[src/design/icp_cfg.svh]
// Constants for the instruction cycle pipeline: widths, reset values, timing.
// Assumes inclusion by the pipeline package and modules only.
`ifndef ICP_CFG_SVH
`define ICP_CFG_SVH
`define ICP_PC_WIDTH      13
`define ICP_INSTR_WIDTH   14
`define ICP_DATA_WIDTH    8
`define ICP_DADDR_WIDTH   9
`define ICP_RESET_VECTOR  13'h0000
`define ICP_NOP_WORD      14'h0000
`define ICP_PHASE_COUNT   4
`define ICP_CLOCK_OUT_PIN_RESET  1'b0
`endif

[src/design/icp_pkg.sv]
// Types shared by the instruction cycle pipeline modules.
// Assumes icp_cfg.svh is on the include path.
`include "icp_cfg.svh"
package icp_pkg;
   typedef enum logic [1:0] {PH_ONE, PH_TWO, PH_THREE, PH_FOUR} icp_phase_e;
   typedef logic [`ICP_PC_WIDTH-1:0] icp_pc_t;
   typedef logic [`ICP_INSTR_WIDTH-1:0] icp_instr_t;
endpackage : icp_pkg

[src/design/icp_phase_gen.sv]
// Quadrature phase generator: one strobe per oscillator period, four per cycle.
// Assumes the core clock is the oscillator input and reset is asynchronous.
`timescale 1ns/1ps
module icp_phase_gen (
   input  wire logic sys_clk_in,              // Oscillator input clock
   input  wire logic arst_n_in,               // Async reset, active low
   output icp_pkg::icp_phase_e phase_out,     // Current phase
   output logic      cycle_last_out           // High in phase_four
);
   icp_pkg::icp_phase_e phase_q;
   icp_pkg::icp_phase_e phase_d;

   // Next phase strictly one, two, three, four
   always_comb
   begin
      unique case (phase_q)
         icp_pkg::PH_ONE:   phase_d = icp_pkg::PH_TWO;
         icp_pkg::PH_TWO:   phase_d = icp_pkg::PH_THREE;
         icp_pkg::PH_THREE: phase_d = icp_pkg::PH_FOUR;
         icp_pkg::PH_FOUR:  phase_d = icp_pkg::PH_ONE;
      endcase
   end

   // Restart at phase_one on reset
   always_ff @(posedge sys_clk_in or negedge arst_n_in)
   begin
      if (!arst_n_in)
         phase_q <= icp_pkg::PH_ONE;
      else
         phase_q <= phase_d;
   end

   assign phase_out      = phase_q;
   assign cycle_last_out = (phase_q == icp_pkg::PH_FOUR);
endmodule : icp_phase_gen

[src/design/icp_pipeline.sv]
// Instruction cycle pipeline: phase strobes, fetch/execute overlap, branch flush.
// Assumes synchronous program/data memories and an external decode datapath that
// reports branches and targets during the execute cycle.
`timescale 1ns/1ps
`include "icp_cfg.svh"
module icp_pipeline #(
   parameter int PC_WIDTH    = `ICP_PC_WIDTH,
   parameter int INSTR_WIDTH = `ICP_INSTR_WIDTH
) (
   input  wire logic                   sys_clk_in,          // Oscillator input clock
   input  wire logic                   arst_n_in,           // Async reset, active low
   input  wire logic                   rc_mode_in,          // RC oscillator mode select
   input  wire logic [INSTR_WIDTH-1:0] prog_data_in,        // Program memory read word
   input  wire logic                   branch_in,           // Executing word changes PC
   input  wire logic [PC_WIDTH-1:0]    branch_target_in,    // New PC for a branch
   output logic      [PC_WIDTH-1:0]    prog_addr_out,       // Program memory address
   output logic      [INSTR_WIDTH-1:0] instr_out,           // Instruction register
   output logic                        exec_valid_out,      // Instruction register holds real work
   output logic                        phase_one_out,       // Phase strobe one
   output logic                        phase_two_out,       // Phase strobe two
   output logic                        phase_three_out,     // Phase strobe three
   output logic                        phase_four_out,      // Phase strobe four
   output logic                        dmem_rd_out,         // Operand read strobe
   output logic                        dmem_wr_out,         // Destination write strobe
   output logic                        clock_out_pin_out,   // Instruction rate clock
   output logic                        clock_out_oe_out     // Clock out drive enable
);
   icp_pkg::icp_phase_e    phase_s;
   icp_pkg::icp_phase_e    phase_nx;
   logic                   last_s;
   logic [PC_WIDTH-1:0]    pc_q;       // Fetch address
   logic [PC_WIDTH-1:0]    pc_d;
   logic [INSTR_WIDTH-1:0] ir_q;       // Word in the execute slot
   logic [INSTR_WIDTH-1:0] ir_d;
   logic                   fvalid_q;   // Advance the address at the next phase_one
   logic                   fvalid_d;
   logic                   xvalid_q;   // Execute slot holds real work
   logic                   xvalid_d;
   logic                   flush_q;    // Branch taken, drop the word in flight
   logic                   flush_d;
   logic [3:0]             strobe_q;   // One-hot phase strobes
   logic [3:0]             strobe_d;
   logic                   rd_q;       // Operand read strobe
   logic                   rd_d;
   logic                   wr_q;       // Destination write strobe
   logic                   wr_d;
   logic                   ck_q;       // Instruction rate clock
   logic                   ck_d;
   logic                   oe_q;       // Clock out drive enable
   logic                   oe_d;

   // Shared phase counter
   icp_phase_gen u_phase (
      .sys_clk_in     (sys_clk_in),
      .arst_n_in      (arst_n_in),
      .phase_out      (phase_s),
      .cycle_last_out (last_s)
   );

   // Strobes are registered, so they are decoded from the next phase and line up with the counter
   always_comb
   begin
      unique case (phase_s)
         icp_pkg::PH_ONE:   phase_nx = icp_pkg::PH_TWO;
         icp_pkg::PH_TWO:   phase_nx = icp_pkg::PH_THREE;
         icp_pkg::PH_THREE: phase_nx = icp_pkg::PH_FOUR;
         icp_pkg::PH_FOUR:  phase_nx = icp_pkg::PH_ONE;
      endcase
   end

   // Pipeline next state
   always_comb
   begin
      pc_d     = pc_q;
      ir_d     = ir_q;
      fvalid_d = fvalid_q;
      xvalid_d = xvalid_q;
      flush_d  = flush_q;
      // Fetch: advance address at phase_one
      if (phase_s == icp_pkg::PH_ONE && fvalid_q)
         pc_d = pc_q + {{(PC_WIDTH-1){1'b0}}, 1'b1};
      // Branch seen during execute loads the target for the next fetch;
      // the word read in this cycle's phase_four is thrown away and the
      // target is read again in the following cycle
      if (phase_s == icp_pkg::PH_THREE && xvalid_q && branch_in)
      begin
         pc_d    = branch_target_in;
         flush_d = 1'b1;
      end
      // Fetched word goes straight into the instruction register at phase_four,
      // so it executes in the very next cycle; a second holding stage would
      // add a cycle of latency to every instruction
      if (last_s)
      begin
         // The word fetched behind a branch is replaced by a no-op
         ir_d     = flush_q ? INSTR_WIDTH'(`ICP_NOP_WORD) : prog_data_in;
         xvalid_d = !flush_q;
         // No advance after reset or a flush, so the vector or target is fetched
         fvalid_d = !flush_q;
         flush_d  = 1'b0;
      end
   end

   // Pipeline registers; first cycle after reset only fetches
   always_ff @(posedge sys_clk_in or negedge arst_n_in)
   begin
      if (!arst_n_in)
      begin
         pc_q     <= PC_WIDTH'(`ICP_RESET_VECTOR);
         ir_q     <= INSTR_WIDTH'(`ICP_NOP_WORD);
         fvalid_q <= 1'b0;
         xvalid_q <= 1'b0;
         flush_q  <= 1'b0;
      end
      else
      begin
         pc_q     <= pc_d;
         ir_q     <= ir_d;
         fvalid_q <= fvalid_d;
         xvalid_q <= xvalid_d;
         flush_q  <= flush_d;
      end
   end

   // Output strobes decoded from the next phase so they are flop outputs
   always_comb
   begin
      strobe_d = 4'h0;
      strobe_d[phase_nx] = 1'b1;
      // Memory strobes only for real work in the execute slot
      rd_d = (phase_nx == icp_pkg::PH_TWO)  && xvalid_d;
      wr_d = (phase_nx == icp_pkg::PH_FOUR) && xvalid_d;
      // Instruction rate clock: high over phases one and two
      ck_d = rc_mode_in &&
             (phase_nx == icp_pkg::PH_ONE || phase_nx == icp_pkg::PH_TWO);
      oe_d = rc_mode_in;
   end

   // Strobe registers; reset state matches phase_one active
   always_ff @(posedge sys_clk_in or negedge arst_n_in)
   begin
      if (!arst_n_in)
      begin
         strobe_q <= 4'h1;
         rd_q     <= 1'b0;
         wr_q     <= 1'b0;
         ck_q     <= `ICP_CLOCK_OUT_PIN_RESET;
         oe_q     <= 1'b0;
      end
      else
      begin
         strobe_q <= strobe_d;
         rd_q     <= rd_d;
         wr_q     <= wr_d;
         ck_q     <= ck_d;
         oe_q     <= oe_d;
      end
   end

   // PC and IR are flops already
   assign prog_addr_out     = pc_q;
   assign instr_out         = ir_q;
   assign exec_valid_out    = xvalid_q;
   assign phase_one_out     = strobe_q[0];
   assign phase_two_out     = strobe_q[1];
   assign phase_three_out   = strobe_q[2];
   assign phase_four_out    = strobe_q[3];
   assign dmem_rd_out       = rd_q;
   assign dmem_wr_out       = wr_q;
   assign clock_out_pin_out = ck_q;
   assign clock_out_oe_out  = oe_q;
endmodule : icp_pipeline

[config.mk]
export PLATFORM = sky130hd
export DESIGN_NAME = icp_pipeline
export DESIGN_NICKNAME = d
export VERILOG_FILES = /design/src/design/icp_pkg.sv /design/src/design/icp_phase_gen.sv /design/src/design/icp_pipeline.sv
export VERILOG_INCLUDE_DIRS = /design/src /design/src/design
export SDC_FILE = /design/constraint.sdc
export NUM_CORES = 1
export LEC_CHECK = 0
export BUFFER_PORTS_ARGS = -buffer_cell sky130_fd_sc_hd__buf_2
export CELL_PAD_IN_SITES_DETAIL_PLACEMENT = 1
export CELL_PAD_IN_SITES_GLOBAL_PLACEMENT = 1
export CORE_MARGIN = 2
export CORE_UTILIZATION = 33
export CTS_CLUSTER_DIAMETER = 100
export DETAILED_ROUTE_END_ITERATION = 8
export GPL_ROUTABILITY_DRIVEN = 0
export PLACE_DENSITY = 0.77
export SLEW_MARGIN = 25
export SYNTH_ARGS = -nofsm -noshare
export SYNTH_HDL_FRONTEND = slang
export SYNTH_HIERARCHICAL = 1
export SYNTH_SLANG_ARGS = --single-unit
[constraint.sdc]
create_clock -name sys_clk_in -period 1.6 [get_ports sys_clk_in]
set_clock_uncertainty 0.05 [all_clocks]
set_input_delay 0.24 -clock sys_clk_in [delete_from_list [all_inputs] [get_ports sys_clk_in]]
set_output_delay 0.24 -clock sys_clk_in [all_outputs]
set_load 0.02 [all_outputs]
Yosys cells after proc, flatten, opt, wreduce, memory -nomap -nowiden
Cells that the tools add are included.

Flip-flop bits (word level): 40. Latch bits: 0. Memory bits (writable): 0. Bits in read-only memories: 0. Output and inout port bits: 36. Memories: 0.

$add $sub $neg: 1. Multipliers: 0. Div/mod/pow operators: 0. Order comparisons: 2. Eq/ne operators: 5. Shift operators: 0. Multiplexer cells: 9. Bitwise operators: 0. Reduce and logical (&&, ||, !) cells: 13.

Operators by type and width (count): $mux 13 (2); $mux 14 (1); $add 13x1->13 const B (1); $pmux 2 s4 (1); $logic_and 1x1->1 (7); $eq 2x2->1 const B (3); $eq 2x1->1 const B (2); $logic_not 2->1 (2); $mux 1 (4); $reduce_bool 2->1 (2); $lt 2x3->1 const B (1); $demux 1 s2 (1); $ge 2x1->1 const B (1); $logic_not 1->1 (1); $logic_or 1x1->1 (1).

Longest topological paths before layout
Word-level depth: 6. Mapped depth: 6.

Modules after synthesis
Netlist, hierarchy kept.

By module, submodules not included: icp_pipeline (times used 1, cells each 169, area an instance 1732.9 um^2, seq. area each 952.2 um^2); icp_phase_gen (times used 1, cells each 8, area an instance 101.3 um^2, seq. area each 50.0 um^2).

Worst setup path after synthesis
No wires, ideal clock.

Kind: reg-to-reg. From: register u_phase.phase_q[0] (netlist: u_phase/phase_out[0]). To: register pc_q[11] (netlist: prog_addr_out[11]). Library setup time: 0.130 ns. Data arrival time: 1.413 ns. Required time: 1.420 ns. Setup slack: 0.007 ns. Stages on the path, launching flop included: 7. Buffers on the path: 0. Cell sequence: dfrtp_1 inv_1 ha_1 nand4_2 nor4_2 xnor2_1 o21ai_1.

Longest elaborated chain between the ends: 4. Elaborated cells on any way between the ends: 7. Classes of those cells: 1 x eq/ne; 1 x mux; 5 x reduce/logical.

Ends and longest elaborated chain: from (decl) (line icp_phase_gen.sv:10) `icp_pkg::icp_phase_e phase_q;`; from (signal assigned) (line icp_phase_gen.sv:28) `phase_q <= icp_pkg::PH_ONE;`; from (signal assigned) (line icp_phase_gen.sv:30) `phase_q <= phase_d;`; $eq 2x2->1 (line icp_pipeline.sv:85) `if (phase_s == icp_pkg::PH_THREE && xvalid_q && branch_in)`; $logic_and 1x1->1 (2 in series) (line icp_pipeline.sv:85); $mux 13 or $reduce_bool 2->1 (tied branches); to (signal assigned) (line icp_pipeline.sv:109) `` pc_q <= PC_WIDTH'(`ICP_RESET_VECTOR); ``; to (signal assigned) (line icp_pipeline.sv:117) `pc_q <= pc_d;`; to (decl) (line icp_pipeline.sv:31) `logic [PC_WIDTH-1:0] pc_q;`.

Several ways; a longest one is shown, not always the timed one. A chain may end at the register's enable or synchronous reset.

Worst setup path in the final report
From: register u_phase.phase_q[1] (netlist: u_phase/phase_out[1]). To: register pc_q[10] (netlist: prog_addr_out[10]).

Same word-level chain as after synthesis.

==> results.md <==
* Violation count after the first detailed-route iteration at 28
* Most used cells in the layout excluding fill and tap cells: 66 x sky130_fd_sc_hd__buf_2, 38 x sky130_fd_sc_hd__dfrtp_1, 22 x sky130_fd_sc_hd__inv_1
* CTS buffer count at 5
* Worst EP required at 1.73 ns
* Synthesized instance count at 177
* Type of the setup path with the least slack: flip-flop to flip-flop
* Startpoint of the worst setup timing path: u_phase/phase_out[1]
* Launch instance of the worst register-to-register path: u_phase/phase_out[1]
* Initial core utilization at 0.337
* Critical Path Sink Type: flip-flop
* Share of cells above drive strength 1 at 0.358
* Drt drc at 0
* First-pass iteration count of the detailed router at 4
* Top-Level Pins at 67
* Design Power at 2.61 mW
* Wire length of the first global-routing pass at 7190 um
* Gr ovfl total at 0
* Part of the cycle the worst path needs at 0.933
* Number of nets in the final layout at 294
* Mapped Area at 1830 um2
* Chip width at 78.6 um
* Fraction of power consumed by sequential logic at 0.481
* Hold slack at 0.0306 ns
* Count of buffers from port buffering at 66
* Top fanout value on the critical path at 6
* Most common cell after layout, fill and taps aside: sky130_fd_sc_hd__buf_2
* Class of the tightest hold or removal check: input port to flip-flop
* Top delay family on crit path: simple AND/OR/NAND/NOR gates
* Net switching power of the design at 819 uW
* Critical path's largest stage delay at 0.39 ns
* Final HPWL DP at 3380 um
* Share of synthesized area occupied by flip-flops and latches at 0.546
* Data arrival time of the worst path at 1.62 ns
* Peak clock frequency supported by timing at 670 MHz
* Beginning of the worst hold path: rc_mode_in
* Combinational family with the most area after synthesis: simple AND/OR/NAND/NOR gates
* Antenna diode instance count at 0
* LEAKAGE at 1.20 nW
* Kind of start point of the critical path: flip-flop
* Cell chosen for the clock root: sky130_fd_sc_hd__clkbuf_8
* Total count of hold-check failures in the final report at 0
* Net switching share of the total power at 0.313
* Largest net degree at the start of global routing at 31
* Post-synthesis cell type count at 25
* Yosys warning count at 6
* Worst Max-Slew Pin Slew at 0.452 ns
* Residual antenna-violating net count after detailed routing at 0
* Mean post-synth cell area at 10.4 um2
* Post-layout min period at 1.49 ns
* CP bufs+invs at 1
* Vias in the first global route at 1566
* Routed length per placed instance at 13.8 um
* Adder-cell area share of the yosys netlist at 0.0682
* Htree depth at 2
* Total Die Area at 6170 um2
* PwrDens at 1050 nW/um2
* Max-slew violation total from the final report at 0
* Run status: finished, final reports clean
* Part of the total power dissipated in the clock network at 0.311
* Maximum number of buffers from clock root to sink at 2
* Y dimension of the die at 78.6 um
* Antenna violations before repair at 0
* VDD IR-drop max at 0.563 mV
* Final setup violation count at 0
* Clk sinks at 40
* CP max stage cell: sky130_fd_sc_hd__dfrtp_1
* Clk pin slew, worst setup/hold paths at 0.08 ns
* Clock latency reported for the late side of the worst-skew pair at 0.29 ns
* Number of vias after detailed routing at 1515
* Simple-gate area share of the yosys netlist at 0.183
* Share of synthesized area spent on multiplexers at 0.0109
* Area inside the core boundary at 5440 um2
* Routed wire length at 4490 um
* Cell internal power dissipation at 1.79 mW
* TritonCTS clock tree: built
* Slew HR at 0.699
* Share of total power in combinational logic at 0.208
* Post-Synth XOR/XNOR Area at 0.0573
* Chain of cells forming the critical path: inv_1 -> ha_4 -> nand3_4 -> nor4_2 -> xnor2_1 -> o21ai_1
* Yosys reg bits at 40
* Fraction of the mapped netlist area in compound gates at 0.0764
* Area grow syn2layout at 35.8%
* Max Cap Violations at 0
* Vias per std cell at 4.65
* Tot GR Track Use at 0.150
* Net count of the mapped netlist at 218
* Postcts setup bufs at 0
* Site row count at 27
[worst register-to-register path, cell delays in order, from the launching register on]
cell and delay (ns):
sky130_fd_sc_hd__dfrtp_1 0.39, sky130_fd_sc_hd__inv_1 0.11, sky130_fd_sc_hd__ha_4 0.18, sky130_fd_sc_hd__nand3_4 0.13
sky130_fd_sc_hd__nor4_2 0.31, sky130_fd_sc_hd__xnor2_1 0.15, sky130_fd_sc_hd__o21ai_1 0.07
[state kept, by name (all words and copies together) (netlist names)]
register / cells
u_phase/phase_out: 2
dmem_wr_out: 1
clock_out_pin_out: 1
instr_out: 14
dmem_rd_out: 1
flush_q: 1
strobe_q: 4
fvalid_q: 1
clock_out_oe_out: 1
prog_addr_out: 13
exec_valid_out: 1
[power groups by stage]
| stage | Combinational, mW | Clock, mW | Sequential [mW] |
|---|---|---|---|
| floorplan | 0.159 | 0 | 1.38 |
| global route | 0.601 | 0.881 | 1.28 |
| CTS | 0.542 | 0.838 | 1.26 |
| global placement | 0.516 | 0 | 1.26 |
| finish | 0.544 | 0.812 | 1.26 |
| detailed placement | 0.528 | 0 | 1.27 |
[area by class of cell]
class	instances	area, um2
Clock buffer	5	68.8
Clock inverter	3	42.5
Fill cell	621	2950
Inverter	22	82.6
Multi-Input combinational cell	109	778
Sequential cell	40	1000
Tap cell	72	90.1
Timing Repair Buffer	75	425
[cells by family after synthesis]
family	count (synthesis)
adder cells (fa/ha/maj)	10
buffers and inverters	28
XOR/XNOR	12
AO/OA/AOI/OAI	28
flip-flops	40
AND/OR/NAND/NOR	57
multiplexers	2
[per-layer routing]
layer | GRT usage | wire [um] | up-vias
li1 | - | - | 730
met1 | 0.174 | 1830 | 744
met2 | 0.263 | 2410 | 35
met3 | 0.0299 | 174 | 6
met4 | 0.0702 | 78 | 0
met5 | 0 | 0 | -
[timing repair]
action	in CTS	in global routing
resized for setup	4	4
hold buffers	1	0
endpoints found under the setup margin	2	5
pin swaps	1	1
hold endpoints to repair	17	0
[synthesized netlist by cell type (all sizes together)]
cell type  number  area share
mux2i           2       0.011
dfrtp          39        0.53
or2             1      0.0034
nand3b         14       0.057
xnor2          11       0.053
nor2            8       0.016
nor2b           1      0.0034
nor4            3       0.020
nand2          15       0.031
xor2            1      0.0048
o21ai          25       0.068
nor3            4       0.011
clkbuf          5       0.010
a21oi           3      0.0082
dfstp           1       0.014
nand3           4       0.014
buf             1      0.0020
ha             10       0.068
and2            2      0.0068
inv            22       0.045
and3            1      0.0034
nand4           4       0.017
[metrics by stage]
| stage | instances | util | instance area [um2] | setup TNS (ns) | setup WS, ns |
|---|---|---|---|---|---|
| 6_report | 326 | 0.458 | 2490 | 0 | 0.108 |
| 5_1_grt | 326 | 0.458 | 2490 | -0.00750 | -0.00509 |
| 4_1_cts | 326 | 0.453 | 2470 | 0 | 0.0223 |
| 3_5_place_dp | 317 | 0.426 | 2320 | -0.0309 | -0.0309 |
| 3_3_place_gp | 317 | 0.426 | 2320 | 0 | 0.0598 |
| 2_1_floorplan | 177 | - | 1830 | 0 | 0.00687 |
[path summary, 6_finish.rpt]
path	end	slack (ns)	cells after the start
setup reg to reg	prog_addr_out[10]	0.11	6
hold reg to reg	instr_out[3]	0.48	2
hold / removal	clock_out_oe_out	0.03	1
max in group asynchronous	prog_addr_out[1]	0.65	3
min in group asynchronous	instr_out[7]	0.37	2
setup / recovery	prog_addr_out[10]	0.11	6
(Power assumes the default switching activity.)
